==> src/logic/sst_pkg.sv <==
package sst_pkg;
    // Synchronised pin bundle layout
    localparam int          PIN_W       = 22;
    localparam int          P_TXCLK     = 0;
    localparam int          P_RXCLK     = 1;
    localparam int          P_RXIN      = 2;
    localparam int          P_TXLD      = 3;
    localparam int          P_FILLLD    = 4;
    localparam int          P_SYNCLD    = 5;
    localparam int          P_CTRL      = 6;
    localparam int          P_LEN1      = 7;
    localparam int          P_LEN2      = 8;
    localparam int          P_PARDIS    = 9;
    localparam int          P_PAREVEN   = 10;
    localparam int          P_STATN     = 11;
    localparam int          P_RDATN     = 12;
    localparam int          P_RSTRTN    = 13;
    localparam int          P_CHAR      = 14;
    // Idle levels: active-low strobes high, serial input marking
    localparam logic [21:0] PIN_IDLE    = 22'h00383C;

    // Status word positions on the output bus
    localparam int          ST_AVAIL    = 0;
    localparam int          ST_OVR      = 1;
    localparam int          ST_PERR     = 2;
    localparam int          ST_SYNC     = 3;
    localparam int          ST_FILL     = 6;
    localparam int          ST_TBE      = 7;

    // Configuration reset values and character sizing
    localparam logic [1:0]  LEN_RESET     = 2'h3;
    localparam logic        PARDIS_RESET  = 1'b1;
    localparam logic        PAREVEN_RESET = 1'b1;
    localparam logic [3:0]  MIN_BITS      = 4'h5;
    localparam logic [3:0]  MAX_BITS      = 4'h8;
    localparam logic [8:0]  TX_RESET_CHAR = 9'h1FF;
    localparam int          FIFO_DEPTH    = 8;

    typedef enum logic [2:0] {
        RX_OFF   = 3'b001,
        RX_HUNT  = 3'b010,
        RX_FRAME = 3'b100
    } sst_rx_state_t;
endpackage : sst_pkg

==> src/logic/sst_fifo.sv <==
`timescale 1ns/10ps
module sst_fifo #(
    parameter int WIDTH = 9,
    parameter int DEPTH = 8
) (
    input  wire logic             clk,
    input  wire logic             rst,
    input  wire logic             inValid,
    output logic                  inReady,
    input  wire logic [WIDTH-1:0] inData,
    output logic                  outValid,
    input  wire logic             outReady,
    output logic      [WIDTH-1:0] outData
);
    localparam int AW = $clog2(DEPTH);
    logic [WIDTH-1:0] mem [DEPTH];
    logic [AW-1:0]    wrPtr_reg;
    logic [AW-1:0]    rdPtr_reg;
    logic [AW:0]      count_reg;
    logic             push;
    logic             pop;

    // Honest flags straight from the occupancy count
    assign inReady  = (count_reg != (AW+1)'(DEPTH));
    assign outValid = (count_reg != '0);
    assign outData  = mem[rdPtr_reg];
    assign push     = inValid & inReady;
    assign pop      = outValid & outReady;

    // Storage has no reset; only the pointers and count need a defined start
    always_ff @(posedge clk) begin
        if (push) begin
            mem[wrPtr_reg] <= inData;
        end
    end

    always_ff @(posedge clk) begin
        if (rst) begin
            wrPtr_reg <= '0;
            rdPtr_reg <= '0;
            count_reg <= '0;
        end else begin
            if (push) begin
                wrPtr_reg <= (wrPtr_reg == AW'(DEPTH-1)) ? '0 : wrPtr_reg + 1'b1;
            end
            if (pop) begin
                rdPtr_reg <= (rdPtr_reg == AW'(DEPTH-1)) ? '0 : rdPtr_reg + 1'b1;
            end
            count_reg <= count_reg + (AW+1)'(push) - (AW+1)'(pop);
        end
    end
endmodule : sst_fifo

==> src/logic/sst_transceiver.sv <==
`timescale 1ns/10ps
// Function
// - One NRZ bit per own bit clock
// - Length and parity shared by both directions
// - Hunt sync each bit, then frame characters
// - Received character held in output register
// - Odd, even or no parity, generated and checked
// - Serial output changes on transmit clock rise
// - LSB first, from holding or fill register
// - Fill character sent when nothing loaded
// - Load strobe latches holding, clears buffer empty
// - Buffer empty set on move to shifter
// - Fill and sync strobes latch their registers
// - Input right justified, upper bits ignored
// - Sync flag set when shifter equals sync
// - Reset sends ones, clears fill, sets empty
// - Reset clears flags, halts hunt until restart
// - Transmission starts on first clock rise
// - Status word layout on output bus
// - Data word or tri-state on output bus
// - Receiver samples on bit clock fall
// - Data available set, cleared by read/restart
// - Overrun when a full store replaces an unread character
// - Status read end clears flags; fill flag
module sst_transceiver #(
    parameter int FIFO_DEPTH = sst_pkg::FIFO_DEPTH
) (
    input  wire logic       clk,
    input  wire logic       rst,
    input  wire logic       txBitClock,
    input  wire logic       rxBitClock,
    input  wire logic       rxSerialIn,
    input  wire logic [7:0] charInBus,
    input  wire logic       txCharLoadN,
    input  wire logic       fillCharLoadN,
    input  wire logic       syncCharLoadN,
    input  wire logic       controlStrobe,
    input  wire logic       charLenSel1,
    input  wire logic       charLenSel2,
    input  wire logic       parityDisable,
    input  wire logic       parityOddEvenSel,
    input  wire logic       statusOutEnableN,
    input  wire logic       rxDataOutN,
    input  wire logic       rxRestartN,
    output logic            txSerialOut,
    output logic      [7:0] rxOutBus,
    output logic            rxOutBusOeN,
    output logic            txBufferEmpty,
    output logic            fillSentFlag,
    output logic            rxDataAvail,
    output logic            rxOverrun,
    output logic            rxParityError,
    output logic            syncMatchFlag
);
    logic [sst_pkg::PIN_W-1:0] pinA_reg, pinB_reg, pinC_reg;
    logic [7:0]                charIn, charMask, hold_reg, fill_reg, sync_reg;
    logic                      txTick, rxTick, statRise, dataRise, restartLow;
    logic [1:0]                charLen_reg;
    logic                      parityOff_reg, parityEven_reg;
    logic [3:0]                dataBits, frameBits, txLeft_reg, rxCount_reg;
    logic [8:0]                txShift_reg, txFrame, fifoOutData;
    logic                      txSlot, txOut_reg, txEmpty_reg, fillSent_reg;
    sst_pkg::sst_rx_state_t    rxState_reg;
    logic [7:0]                rxShift_reg, rxChar, rxOut_reg, bus_reg;
    logic                      rxParBit_reg, rxStep_reg, rxDone_reg, syncHit, rxParErr;
    logic                      fifoInReady, fifoOutValid, fifoOutReady, pop;
    logic                      avail_reg, overrun_reg, parErr_reg, syncFlag_reg, busOeN_reg;

    // Two-stage synchroniser for every pin; stage C only feeds edge detection
    always_ff @(posedge clk) begin
        if (rst) begin
            pinA_reg <= sst_pkg::PIN_IDLE;
            pinB_reg <= sst_pkg::PIN_IDLE;
            pinC_reg <= sst_pkg::PIN_IDLE;
        end else begin
            pinA_reg <= {charInBus, rxRestartN, rxDataOutN, statusOutEnableN,
                         parityOddEvenSel, parityDisable, charLenSel2, charLenSel1,
                         controlStrobe, syncCharLoadN, fillCharLoadN, txCharLoadN,
                         rxSerialIn, rxBitClock, txBitClock};
            pinB_reg <= pinA_reg;
            pinC_reg <= pinB_reg;
        end
    end

    // Edge and level decodes of the synchronised pins
    assign charIn     = pinB_reg[sst_pkg::P_CHAR +: 8];
    assign txTick     = pinB_reg[sst_pkg::P_TXCLK] & ~pinC_reg[sst_pkg::P_TXCLK];
    assign rxTick     = ~pinB_reg[sst_pkg::P_RXCLK] & pinC_reg[sst_pkg::P_RXCLK];
    assign statRise   = pinB_reg[sst_pkg::P_STATN] & ~pinC_reg[sst_pkg::P_STATN];
    assign dataRise   = pinB_reg[sst_pkg::P_RDATN] & ~pinC_reg[sst_pkg::P_RDATN];
    assign restartLow = ~pinB_reg[sst_pkg::P_RSTRTN];

    // Shared character format, latched while the control strobe is high
    always_ff @(posedge clk) begin
        if (rst) begin
            charLen_reg    <= sst_pkg::LEN_RESET;
            parityOff_reg  <= sst_pkg::PARDIS_RESET;
            parityEven_reg <= sst_pkg::PAREVEN_RESET;
        end else if (pinB_reg[sst_pkg::P_CTRL]) begin
            charLen_reg    <= {pinB_reg[sst_pkg::P_LEN2], pinB_reg[sst_pkg::P_LEN1]};
            parityOff_reg  <= pinB_reg[sst_pkg::P_PARDIS];
            parityEven_reg <= pinB_reg[sst_pkg::P_PAREVEN];
        end
    end

    // One format drives both directions
    assign dataBits  = sst_pkg::MIN_BITS + {2'h0, charLen_reg};
    assign frameBits = dataBits + {3'h0, ~parityOff_reg};
    assign charMask  = 8'hFF >> (sst_pkg::MAX_BITS - dataBits);

    // Masks the character and appends parity just above its top bit
    function automatic logic [8:0] makeFrame(input logic [7:0] c);
        logic [8:0] f;
        f = {1'b0, c & charMask};
        if (!parityOff_reg) begin
            f[dataBits] = (^(c & charMask)) ^ ~parityEven_reg;
        end
        return f;
    endfunction : makeFrame

    // Character registers written straight from the input bus
    always_ff @(posedge clk) begin
        if (!pinB_reg[sst_pkg::P_TXLD]) begin
            hold_reg <= charIn;
        end
        if (!pinB_reg[sst_pkg::P_FILLLD]) begin
            fill_reg <= charIn;
        end
        if (!pinB_reg[sst_pkg::P_SYNCLD]) begin
            sync_reg <= charIn;
        end
    end

    // Transmit shifter: a new character is taken only when the last bit is out
    assign txSlot  = txTick & (txLeft_reg == 4'h0);
    always_comb begin
        txFrame = makeFrame(txEmpty_reg ? fill_reg : hold_reg);
    end

    always_ff @(posedge clk) begin
        if (rst) begin
            txShift_reg <= sst_pkg::TX_RESET_CHAR;
            txLeft_reg  <= sst_pkg::MAX_BITS;
            txOut_reg   <= 1'b1;
        end else if (txSlot) begin
            txOut_reg   <= txFrame[0];
            txShift_reg <= txFrame >> 1;
            txLeft_reg  <= frameBits - 4'h1;
        end else if (txTick) begin
            txOut_reg   <= txShift_reg[0];
            txShift_reg <= txShift_reg >> 1;
            txLeft_reg  <= txLeft_reg - 4'h1;
        end
    end

    // Buffer empty: the hardware set beats a load in the same cycle
    always_ff @(posedge clk) begin
        if (rst) begin
            txEmpty_reg <= 1'b1;
        end else if (txSlot && !txEmpty_reg) begin
            txEmpty_reg <= 1'b1;
        end else if (!pinB_reg[sst_pkg::P_TXLD]) begin
            txEmpty_reg <= 1'b0;
        end
    end

    // Fill flag follows the source of each slot; a status read clears it
    always_ff @(posedge clk) begin
        if (rst) begin
            fillSent_reg <= 1'b0;
        end else if (txSlot) begin
            fillSent_reg <= txEmpty_reg;
        end else if (statRise) begin
            fillSent_reg <= 1'b0;
        end
    end

    // Receiver view of the shifter, right justified to the character length
    assign rxChar   = rxShift_reg >> (sst_pkg::MAX_BITS - dataBits);
    assign syncHit  = (rxChar == (sync_reg & charMask));
    assign rxParErr = ~parityOff_reg & ((^rxChar) ^ rxParBit_reg ^ ~parityEven_reg);

    // Receive sequencer: off after reset, hunting per bit, then per character
    always_ff @(posedge clk) begin
        if (rst) begin
            rxState_reg  <= sst_pkg::RX_OFF;
            rxShift_reg  <= 8'h00;
            rxCount_reg  <= 4'h0;
            rxParBit_reg <= 1'b0;
            rxStep_reg   <= 1'b0;
            rxDone_reg   <= 1'b0;
        end else begin
            rxStep_reg <= rxTick & (rxState_reg == sst_pkg::RX_HUNT);
            rxDone_reg <= 1'b0;
            if (restartLow) begin
                rxState_reg <= sst_pkg::RX_HUNT;
                rxCount_reg <= 4'h0;
            end else begin
                unique case (rxState_reg)
                    sst_pkg::RX_OFF: begin
                    end
                    sst_pkg::RX_HUNT: begin
                        if (rxTick) begin
                            rxShift_reg <= {pinB_reg[sst_pkg::P_RXIN], rxShift_reg[7:1]};
                        end
                        if (rxStep_reg && syncHit) begin
                            rxState_reg <= sst_pkg::RX_FRAME;
                            rxCount_reg <= 4'h0;
                        end
                    end
                    sst_pkg::RX_FRAME: begin
                        if (rxTick) begin
                            if (rxCount_reg < dataBits) begin
                                rxShift_reg <= {pinB_reg[sst_pkg::P_RXIN], rxShift_reg[7:1]};
                            end else begin
                                rxParBit_reg <= pinB_reg[sst_pkg::P_RXIN];
                            end
                            if (rxCount_reg == frameBits - 4'h1) begin
                                rxCount_reg <= 4'h0;
                                rxDone_reg  <= 1'b1;
                            end else begin
                                rxCount_reg <= rxCount_reg + 4'h1;
                            end
                        end
                    end
                    default: begin
                        rxState_reg <= sst_pkg::RX_OFF;
                    end
                endcase
            end
        end
    end

    // Elastic store between framer and output register; a full store forces
    // a transfer so the host is told of the overrun instead of a silent drop
    assign fifoOutReady = ~avail_reg | ~fifoInReady;
    assign pop          = fifoOutValid & fifoOutReady;

    sst_fifo #(
        .WIDTH (9),
        .DEPTH (FIFO_DEPTH)
    ) u_rxFifo (
        .clk      (clk),
        .rst      (rst),
        .inValid  (rxDone_reg),
        .inReady  (fifoInReady),
        .inData   ({rxParErr, rxChar}),
        .outValid (fifoOutValid),
        .outReady (fifoOutReady),
        .outData  (fifoOutData)
    );

    // Output register gives the host a full character time to read
    always_ff @(posedge clk) begin
        if (rst) begin
            rxOut_reg <= 8'h00;
        end else if (pop) begin
            rxOut_reg <= fifoOutData[7:0];
        end
    end

    // Receive flags: every hardware set wins over a clear in the same cycle
    always_ff @(posedge clk) begin
        if (rst) begin
            avail_reg   <= 1'b0;
            overrun_reg <= 1'b0;
            parErr_reg  <= 1'b0;
        end else begin
            if (pop) begin
                avail_reg <= 1'b1;
            end else if (dataRise || restartLow) begin
                avail_reg <= 1'b0;
            end
            if (pop && avail_reg) begin
                overrun_reg <= 1'b1;
            end else if (statRise || restartLow) begin
                overrun_reg <= 1'b0;
            end
            if (pop) begin
                parErr_reg <= fifoOutData[8];
            end else if (statRise || restartLow) begin
                parErr_reg <= 1'b0;
            end
        end
    end

    // Sync flag: checked at every bit while hunting and at every character after
    always_ff @(posedge clk) begin
        if (rst) begin
            syncFlag_reg <= 1'b0;
        end else if ((rxStep_reg || rxDone_reg) && syncHit) begin
            syncFlag_reg <= 1'b1;
        end else if (statRise || restartLow) begin
            syncFlag_reg <= 1'b0;
        end
    end

    // Output bus mux; both enables low is treated as off, as is both high
    always_ff @(posedge clk) begin
        if (rst) begin
            bus_reg    <= 8'h00;
            busOeN_reg <= 1'b1;
        end else begin
            case ({pinB_reg[sst_pkg::P_STATN], pinB_reg[sst_pkg::P_RDATN]})
                2'b01: begin
                    bus_reg <= 8'h00;
                    bus_reg[sst_pkg::ST_AVAIL] <= avail_reg;
                    bus_reg[sst_pkg::ST_OVR]   <= overrun_reg;
                    bus_reg[sst_pkg::ST_PERR]  <= parErr_reg;
                    bus_reg[sst_pkg::ST_SYNC]  <= syncFlag_reg;
                    bus_reg[sst_pkg::ST_FILL]  <= fillSent_reg;
                    bus_reg[sst_pkg::ST_TBE]   <= txEmpty_reg;
                    busOeN_reg <= 1'b0;
                end
                2'b10: begin
                    bus_reg    <= rxOut_reg;
                    busOeN_reg <= 1'b0;
                end
                default: begin
                    bus_reg    <= 8'h00;
                    busOeN_reg <= 1'b1;
                end
            endcase
        end
    end

    assign txSerialOut   = txOut_reg;
    assign rxOutBus      = bus_reg;
    assign rxOutBusOeN   = busOeN_reg;
    assign txBufferEmpty = txEmpty_reg;
    assign fillSentFlag  = fillSent_reg;
    assign rxDataAvail   = avail_reg;
    assign rxOverrun     = overrun_reg;
    assign rxParityError = parErr_reg;
    assign syncMatchFlag = syncFlag_reg;
endmodule : sst_transceiver

==> config.mk <==
export PLATFORM = sky130hd
export DESIGN_NAME = sst_transceiver
export DESIGN_NICKNAME = d
export VERILOG_FILES = /design/src/logic/sst_pkg.sv /design/src/logic/sst_fifo.sv /design/src/logic/sst_transceiver.sv
export SDC_FILE = /design/constraint.sdc
export NUM_CORES = 1
export LEC_CHECK = 0
export BUFFER_PORTS_ARGS = -buffer_cell sky130_fd_sc_hd__buf_4
export CAP_MARGIN = 20
export CORE_UTILIZATION = 50
export DETAILED_ROUTE_END_ITERATION = 10
export PLACE_DENSITY = 0.68
export SETUP_SLACK_MARGIN = 0.05
export SKIP_CTS_REPAIR_TIMING = 1
export SLEW_MARGIN = 20
export SYNTH_ARGS = -nofsm -noshare
export SYNTH_HDL_FRONTEND = slang
export SYNTH_HIERARCHICAL = 1
export SYNTH_SLANG_ARGS = --single-unit
==> constraint.sdc <==
create_clock -name clk -period 4 [get_ports clk]
set_input_delay 0.4 -clock clk [delete_from_list [all_inputs] [get_ports clk]]
set_output_delay 0.4 -clock clk [all_outputs]
set_load 0.03 [all_outputs]
==> results_dict.tcl, run 1 <==
set metrics [dict create \
    status "complete, no violations" \
    grt_pass1_vias 5070 \
    gr-usage-all-layers 0.188 \
    num_vias 5199 \
    ys.flop_type "dfxtp_1" \
    ff2ff_path_depth 9 \
    power_frac_clock 0.365 \
    min_period_ns 3.44 \
    vias_per_cell 5.42 \
    ios 40 \
    r2r_start "charLen_reg[0]$_SDFFE_PP1P_" \
    finalHoldViolCount 0 \
    cp.required_ns 4.24 \
    finalCritPeriodShare 0.861 \
    synth_cells 683 \
    pwr_density_cell_nw_per_um2 527 \
    h-tree-depth 1 \
    die_h_um 135 \
    rsz0062_at_grt "false" \
    area_growth_syn_to_layout_pct 13.0 \
    die_x_um 135 \
    wire_per_inst_um 16.9 \
    cp.arrival_ns 3.69 \
    ant_nets 0 \
    max_freq_mhz 290 \
    hold_end "pinA_reg[4]$_SDFF_PP1_" \
    routed_wl_um 16300 \
    worst_pin_slew_ns 1.04 \
    ys.warnings.count 6 \
    globalplace.congestion 0.798 \
    synthArstFlopShare 0 \
    crit_type "register to register" \
    regToRegEndpoint "u_rxFifo/mem[3][8]$_DFFE_PP_" \
    coreArea_um2 17200 \
    drc 0 \
    antenna_found_initial 0 \
    synth.distinct_cells 58 \
    fp-row-count 48 \
    comb_power_share 0.145 \
    min-delay-start "fillCharLoadN" \
    fp.dieArea_um2 18100 \
    clock_sinks 216 \
    drt-pass1-iter-count 5 \
    largest_reg_flops 72 \
    drt_iter0_drc 292 \
    seq_area_frac_synth 0.601 \
    nets 770 \
    drive_above_1_share 0.162 \
    syn-num-nets 734 \
    cts_tree "yes" \
    diodes 0 \
    clk_path_buf_depth 3 \
    multi_input_area_um2 3270 \
    leakagePower_nw 3.75 \
    synth_edf_count 96 \
    fillerInstances 1353 \
    slew_violations 0 \
    startpoint_type "register" \
    holdCritPathClass "input port to register" \
    peakVddDrop_mv 0.327 \
    port_buffers 39 \
    total_power_mw 5.24 \
    p_sw_mw 1.29 \
    cp_max_fo 19 \
    final-seq-area_um2 5290 \
    cap_viol_max_count 0 \
    hold_depth 2 \
    grt_pass1_wl_um 26400 \
    synth_area_um2 8800 \
    rrSetupSlack_ns 0.56 \
    synth.avg_cell_area_um2 12.9 \
    initial_core_util 0.510 \
    ys_ff_latch 216 \
    netSwitchingFraction 0.247 \
    clockRootBuffer "clkbuf_16" \
    hpwl_um 11200 \
    clk_pin_slew_ns 0.06 \
    pwr-share-seq 0.490 \
    internal_power_mw 3.94 \
    gr-total-overflow 0 \
    cts_buffers 22 \
    clock_latency_ns 0.50 \
    setup_viol 0 \
    end_kind "register" \
    skew_ns 0.0142 \
    slew_headroom 0.304 \
    fin_tns_setup_ns 0 \
    startpoint "charLen_reg[0]$_SDFFE_PP1P_" \
    grt_max_degree 53 \
]
==> cell type report <==
| cell class | count | share of cell area |
|---|---|---|
| Clock buffer | 38 | 0.0677 |
| Clock inverter | 2 | 0.000881 |
| Timing Repair Buffer | 44 | 0.0332 |
| Sequential cell | 216 | 0.531 |
| Multi-Input combinational cell | 409 | 0.329 |
| Tap cell | 225 | 0.0283 |
| Inverter | 26 | 0.00981 |
==> logic make-up (layout without fill, tap and decap cells) <==
group / count (synthesis) / count (layout) / share of synthesized area
mux: 57 / 57 / 0.109
flops: 216 / 216 / 0.601
fa+ha+maj: 27 / 27 / 0.0393
buf+inv: 58 / 110 / 0.0300
simple gates: 216 / 216 / 0.128
xor+xnor: 28 / 28 / 0.0326
compound gates: 81 / 81 / 0.0607
==> metrics by stage <==
stage | hold WS [ns] | setup WS (ns) | instance area [um^2] | std cells | util
finish | 0.0823 | 0.557 | 9940 | 960 | 0.577
global placement | 0.392 | 0.810 | 9260 | 920 | 0.537
CTS | 0.0665 | 0.571 | 9940 | 960 | 0.577
floorplan | 0.389 | 0.856 | 8800 | 683 | -
global route | 0.0677 | 0.308 | 9940 | 960 | 0.577
detailed placement | 0.393 | 0.600 | 9260 | 920 | 0.537
==> cells in the mapped netlist, types with 2 or more instances <==
cell type,count,area share
nand4_1,2,0.0014
inv_1,26,0.011
mux2i_1,19,0.022
buf_2,3,0.0017
o21ai_0,15,0.0085
nand3_1,12,0.0068
xnor2_1,19,0.019
or3_1,3,0.0021
and3b_2,2,0.0023
nand2_1,51,0.022
o211ai_1,8,0.0068
nor3_1,15,0.0085
a221oi_1,2,0.0020
mux4_1,21,0.063
buf_1,4,0.0017
mux4_2,2,0.0051
dfxtp_1,120,0.27
or3b_2,2,0.0020
ha_1,26,0.037
a21oi_1,23,0.013
a211oi_1,6,0.0051
o311ai_0,2,0.0020
nor2_1,39,0.017
mux2_2,15,0.019
and3_1,3,0.0021
a31oi_1,2,0.0014
buf_6,2,0.0026
o22ai_1,3,0.0021
nand2b_1,18,0.013
nor2b_1,40,0.028
xor2_1,6,0.0060
edfxtp_1,96,0.33
nand3b_1,2,0.0017
xnor3_1,3,0.0077
a22oi_1,8,0.0068
or2_2,15,0.011
and2_1,6,0.0043
clkbuf_1,21,0.0090
a221o_1,2,0.0023
==> metal layers <==
layer,share of wire,GRT usage,vias to the layer above
li1,-,-,2522
met1,0.43,0.247,2519
met2,0.49,0.316,131
met3,0.052,0.0312,27
met4,0.022,0.0624,0
met5,0,0,-
==> how the worst max path moves through the flow <==
stage	end	slack, ns
2_1_floorplan	u_rxFifo/mem[0][8]$_DFFE_PP_	0.86
3_3_place_gp	rxCount_reg[2]$_SDFFE_PP0P_	0.81
3_5_place_dp	u_rxFifo/mem[7][8]$_DFFE_PP_	0.60
4_1_cts	u_rxFifo/mem[3][8]$_DFFE_PP_	0.57
5_1_grt	u_rxFifo/mem[7][8]$_DFFE_PP_	0.31
6_report	u_rxFifo/mem[3][8]$_DFFE_PP_	0.56
==> cells in the final DEF, fill, tap and decap left out, types with 8 or more instances in the layout <==
master     instances
ha_1              26
nand2b_1          18
edfxtp_1          96
nor2_1            39
mux4_1            21
or2_2             15
a22oi_1            8
clkbuf_16         24
mux2i_1           19
xnor2_1           19
buf_4             44
nand2_1           51
mux2_2            15
o211ai_1           8
dfxtp_1          120
nand3_1           12
a21oi_1           23
nor2b_1           40
inv_1             26
clkbuf_1          12
o21ai_0           15
nor3_1            11
==> critical path: stages, from the launching register on <==
cell and delay, ns:
dfxtp_1 0.31, buf_4 0.22, inv_1 0.14, ha_1 0.63
mux4_1 0.82, xor2_1 0.23, xnor2_1 0.22, xnor2_1 0.16
xnor2_1 0.10, nor2_1 0.36
==> power groups by stage <==
stage	Sequential, mW	Combinational (mW)	Clock [mW]
finish	2.56	0.760	1.91
global route	2.58	0.848	2.05
CTS	2.57	0.765	1.96
detailed placement	2.61	0.758	0
global placement	2.60	0.733	0
floorplan	2.54	0.650	0
Power figures use the tool's default switching activity.
==> run 2, diff against run 1 <==
--- a/config.mk
+++ b/config.mk
@@ -9,6 +9,7 @@
 export CAP_MARGIN = 20
 export CORE_UTILIZATION = 50
 export DETAILED_ROUTE_END_ITERATION = 10
+export MAX_ROUTING_LAYER = met4
 export PLACE_DENSITY = 0.68
 export SETUP_SLACK_MARGIN = 0.05
 export SKIP_CTS_REPAIR_TIMING = 1
==> results_dict.tcl, run 2 (same netlist as run 1, synthesis figures left out) <==
set metrics [dict create \
    grt_pass1_vias 5062 \
    ios 40 \
    drt-pass1-iter-count 4 \
    slew_violations 0 \
    setup_viol 0 \
    vias_per_cell 5.39 \
    clk_path_buf_depth 3 \
    slew_headroom 0.276 \
    drc 0 \
    end_kind "register" \
    cts_buffers 22 \
    highest_layer "met4" \
    min_period_ns 3.43 \
    ant_nets 0 \
    gr-usage-all-layers 0.194 \
    fillerInstances 1353 \
    nets 770 \
    fin_tns_setup_ns 0 \
    finalCritPeriodShare 0.858 \
    num_vias 5175 \
    initial_core_util 0.510 \
    p_sw_mw 1.29 \
    worst_pin_slew_ns 1.08 \
    clock_latency_ns 0.50 \
    grt_max_degree 53 \
    internal_power_mw 3.94 \
    drt_iter0_drc 331 \
    skew_ns 0.0144 \
    max_freq_mhz 291 \
    startpoint_type "register" \
    drive_above_1_share 0.162 \
    pwr_density_cell_nw_per_um2 527 \
    fp.dieArea_um2 18100 \
    crit_type "register to register" \
    routed-wl-met2_um 8080 \
    die_x_um 135 \
    status "complete, no violations" \
    peakVddDrop_mv 0.327 \
    final_common_cell "dfxtp_1" \
    clock_sinks 216 \
    grt_pass1_wl_um 26400 \
    h-tree-depth 1 \
    cap_viol_max_count 0 \
    hold_ws_ns 0.0841 \
    area_growth_syn_to_layout_pct 13.0 \
    clk_pin_slew_ns 0.06 \
    routed_wl_um 16300 \
    cp_max_fo 19 \
    largest_reg_flops 72 \
    pwr-share-seq 0.490 \
    clockRootBuffer "clkbuf_16" \
    port_buffers 39 \
    die_h_um 135 \
    coreArea_um2 17200 \
    wl_met1_um 7120 \
    diodes 0 \
    cp.arrival_ns 3.67 \
    comb_power_share 0.145 \
    placed_area_um2 9260 \
    power_frac_clock 0.365 \
    fp-row-count 48 \
    wl_met3_um 790 \
    netSwitchingFraction 0.247 \
    wire_per_inst_um 17.0 \
    globalplace.congestion 0.809 \
    cp.required_ns 4.24 \
    rsz0062_at_grt "false" \
    cts_tree "yes" \
    finalHoldViolCount 0 \
    holdCritPathClass "input port to register" \
    hpwl_um 11200 \
    layout_common_cells "dfxtp_1, edfxtp_1, nand2_1, buf_4, nor2b_1" \
    stdcell_area_um2 9940 \
    gr-total-overflow 0 \
    leakagePower_nw 3.75 \
    antenna_found_initial 0 \
]
[run 2: cell counts in the layout (fill, tap and decap cells not counted)]
Identical to the previous run, type by type.
[run 2: per-layer routing]
metal / vias up / track usage
met2: 122 / 0.316
met3: 29 / 0.0312
met4: 0 / 0.0624
met5: - / -
li1: 2522 / -
met1: 2502 / 0.248
[run 2: final timing paths]
| kind | endpoint | slack, ns | startpoint | depth (start not counted) |
|---|---|---|---|---|
| hold reg to reg | pinB_reg[5]$_SDFF_PP1_ | 0.41 | pinA_reg[5]$_SDFF_PP1_ | 1 |
| hold / removal | pinA_reg[2]$_SDFF_PP1_ | 0.08 | rxSerialIn | 2 |
| setup reg to reg | u_rxFifo/mem[6][8]$_DFFE_PP_ | 0.57 | charLen_reg[0]$_SDFFE_PP1P_ | 9 |
| setup / recovery | u_rxFifo/mem[6][8]$_DFFE_PP_ | 0.57 | charLen_reg[0]$_SDFFE_PP1P_ | 9 |
[run 2: final cells by class]
class / instances / area, um^2 / area share
multi-input cells: 409 / 3270 / 0.329
clock buffers: 38 / 673 / 0.0677
flip-flops and latches: 216 / 5290 / 0.531
repair buffers: 44 / 330 / 0.0332
well taps: 225 / 282 / 0.0283
inverters: 26 / 97.6 / 0.00981
clock inverters: 2 / 8.76 / 0.000881
[run 2: critical path: stages (launching register included)]
cell	delay, ns
dfxtp_1	0.31
buf_4	0.22
inv_1	0.14
ha_1	0.63
mux4_1	0.82
xor2_1	0.23
xnor2_1	0.21
xnor2_1	0.16
xnor2_1	0.10
nor2_1	0.35
[run 2: per-stage QoR]
stage               std cells  worst slack (ns)  total power [mW]   util
finish                    960             0.567              5.24  0.577
global route              960             0.303              5.48  0.577
CTS                       960             0.571              5.29  0.577
detailed placement        920             0.600              3.37  0.537
global placement          920             0.810              3.34  0.537
floorplan                 683             0.856              3.20      -
[run 2: power groups by stage]
stage | registers, mW | logic (mW) | clock network (mW)
CTS | 2.57 | 0.765 | 1.96
detailed placement | 2.61 | 0.758 | 0
floorplan | 2.54 | 0.650 | 0
global placement | 2.60 | 0.733 | 0
global route | 2.58 | 0.848 | 2.05
finish | 2.56 | 0.761 | 1.91
==> run 3, diff against run 2 <==
--- a/config.mk
+++ b/config.mk
@@ -16,5 +16,4 @@
 export SLEW_MARGIN = 20
 export SYNTH_ARGS = -nofsm -noshare
 export SYNTH_HDL_FRONTEND = slang
-export SYNTH_HIERARCHICAL = 1
 export SYNTH_SLANG_ARGS = --single-unit
==> results_dict.tcl, run 3 <==
set metrics [dict create \
    status "complete, no violations" \
    leakagePower_nw 3.78 \
    wl_met1_um 7370 \
    cts_tree "yes" \
    startpoint_type "register" \
    drc 0 \
    synth.avg_cell_area_um2 12.7 \
    largest_reg_flops 72 \
    area_growth_syn_to_layout_pct 14.0 \
    drt-pass1-iter-count 4 \
    cp_top_family "multiplexers" \
    slew_headroom 0.235 \
    crit_cells 8 \
    gr-total-overflow 0 \
    cp_max_fo 14 \
    synthArstFlopShare 0 \
    cts_buffers 23 \
    clockRootBuffer "clkbuf_16" \
    worst_pin_slew_ns 1.14 \
    nets 774 \
    drive_above_1_share 0.172 \
    grt_max_degree 86 \
    total_power_mw 5.48 \
    peakVddDrop_mv 0.423 \
    synthTopCellsByCount "dfxtp_1, edfxtp_1, nor2_1" \
    fp.dieArea_um2 17900 \
    initial_core_util 0.518 \
    routed_wl_um 16200 \
    pre_cts_slack_ns 0.841 \
    diodes 0 \
    num_vias 5128 \
    synth_cells 685 \
    crit_type "register to register" \
    setup_viol 0 \
    slowest_stage "ha_1" \
    synth_top_area_share 0.332 \
    clk_path_buf_depth 3 \
    globalplace.congestion 0.871 \
    ff2ff_path_depth 8 \
    clk_pin_slew_ns 0.06 \
    gr-usage-all-layers 0.194 \
    worstPathCellList "inv_1 -> ha_1 -> mux2i_1 -> mux2i_1 -> xnor2_1 -> xnor2_1 -> xnor2_1 -> nor2_1" \
    startpoint "charLen_reg[1]$_SDFFE_PP1P_" \
    holdCritPathClass "input port to register" \
    cap_viol_max_count 0 \
    layout_common_cells "dfxtp_1, edfxtp_1, nor2_1, nand2_1, buf_4" \
    final_common_cell "dfxtp_1" \
    clock_latency_ns 0.49 \
    synth_most_common_cell "dfxtp_1" \
    synth_area_um2 8680 \
    vias_per_cell 5.35 \
    min_period_ns 3.11 \
    drt_iter0_drc 327 \
    h-tree-depth 1 \
    fp-row-count 47 \
    grt_pass1_wl_um 26300 \
    skew_ns 0.00692 \
    yosys.area.top_type "edfxtp_1" \
    slew_violations 0 \
    ios 40 \
    max_freq_mhz 321 \
    cp.arrival_ns 3.34 \
    clock_sinks 216 \
    path_buf_inv 1 \
    hold_depth 2 \
    end_kind "register" \
    hpwl_um 11000 \
    r2r_start "charLen_reg[1]$_SDFFE_PP1P_" \
    coreArea_um2 16800 \
    ys.flop_type "dfxtp_1" \
    grt_pass1_vias 5149 \
    cp.required_ns 4.23 \
    pwr_density_cell_nw_per_um2 554 \
    ant_nets 0 \
    finalCritPeriodShare 0.778 \
    synth_area_leaders "edfxtp_1, dfxtp_1, mux4_2" \
    die_h_um 134 \
    wl_met3_um 709 \
    synth_edf_count 96 \
    antenna_found_initial 0 \
    routed-wl-met2_um 7820 \
    cp_slowest_stage_delay_ns 0.66 \
    ys_ff_latch 216 \
    fin_tns_setup_ns 0 \
    highest_layer "met4" \
    seq_area_frac_synth 0.609 \
    cpMostUsedCell "xnor2_1" \
    setup_ws_ns 0.888 \
    syn-num-nets 737 \
    synth.distinct_cells 57 \
    rsz0062_at_grt "false" \
    wire_per_inst_um 16.9 \
    die_x_um 134 \
    finalHoldViolCount 0 \
    min-delay-start "txCharLoadN" \
    port_buffers 39 \
    ys.warnings.count 0 \
]
-- run 3: cell types whose count changed in the layout (fill, tap and decap cells not counted), moves of 7 or more --
| cell | change |
|---|---|
| clkbuf_1 | -11 |
| mux2_2 | -14 |
| mux2i_1 | +18 |
| mux4_1 | -21 |
| mux4_2 | +19 |
| nor2_1 | +11 |
| o21ai_0 | -7 |
| o21ai_1 | +7 |
-- run 3: metrics by stage --
stage          area [um^2]  instances  utilization  hold WS [ns]
2_1_floorplan         8680        685            -         0.389
3_3_place_gp          9160        917        0.546         0.394
3_5_place_dp          9160        917        0.546         0.394
4_1_cts               9900        958        0.591        0.0681
5_1_grt               9900        958        0.591        0.0788
6_report              9900        958        0.591        0.0856
-- run 3: final timing paths --
check	end	slack, ns
worst max-delay path	u_rxFifo.mem[5][8]$_DFFE_PP_	0.89
worst max register to register	u_rxFifo.mem[5][8]$_DFFE_PP_	0.89
worst min register to register	pinB_reg[3]$_SDFF_PP1_	0.41
worst min-delay path	pinA_reg[3]$_SDFF_PP1_	0.09
-- run 3: layout make-up --
cell class / count / area [um^2]
fillers: 1330 / 6860
flip-flops and latches: 216 / 5290
multi-input cells: 411 / 3170
clock buffers: 29 / 629
repair buffers: 44 / 330
well taps: 220 / 275
clock inverters: 12 / 115
inverters: 26 / 97.6
-- run 3: power breakdown --
group,switching [mW],internal [mW]
logic,0.408,0.448
clock network,0.812,1.24
registers,0.149,2.42
-- run 3: metal layers --
metal | track usage | vias up
met3 | 0.0329 | 24
met2 | 0.310 | 115
li1 | - | 2513
met5 | - | -
met4 | 0.0518 | 0
met1 | 0.257 | 2476
-- run 3: worst reg2reg max path: cells and delay by family, from the launching register on --
family	cells	cell delay, ns
multiplexers	2	0.83
adder cells (fa/ha/maj)	1	0.66
XOR/XNOR	3	0.47
AND/OR/NAND/NOR	1	0.39
flip-flops	1	0.38
buffers and inverters	1	0.11
-- run 3: cell families after synthesis --
logic type | share of synthesized area
muxes | 0.0984
and+or+nand+nor | 0.121
AOI/OAI and AO/OA | 0.0657
xor gates and xnor gates | 0.0365
buffers and inverters | 0.0288
DFF | 0.609
adders and majority gates | 0.0412
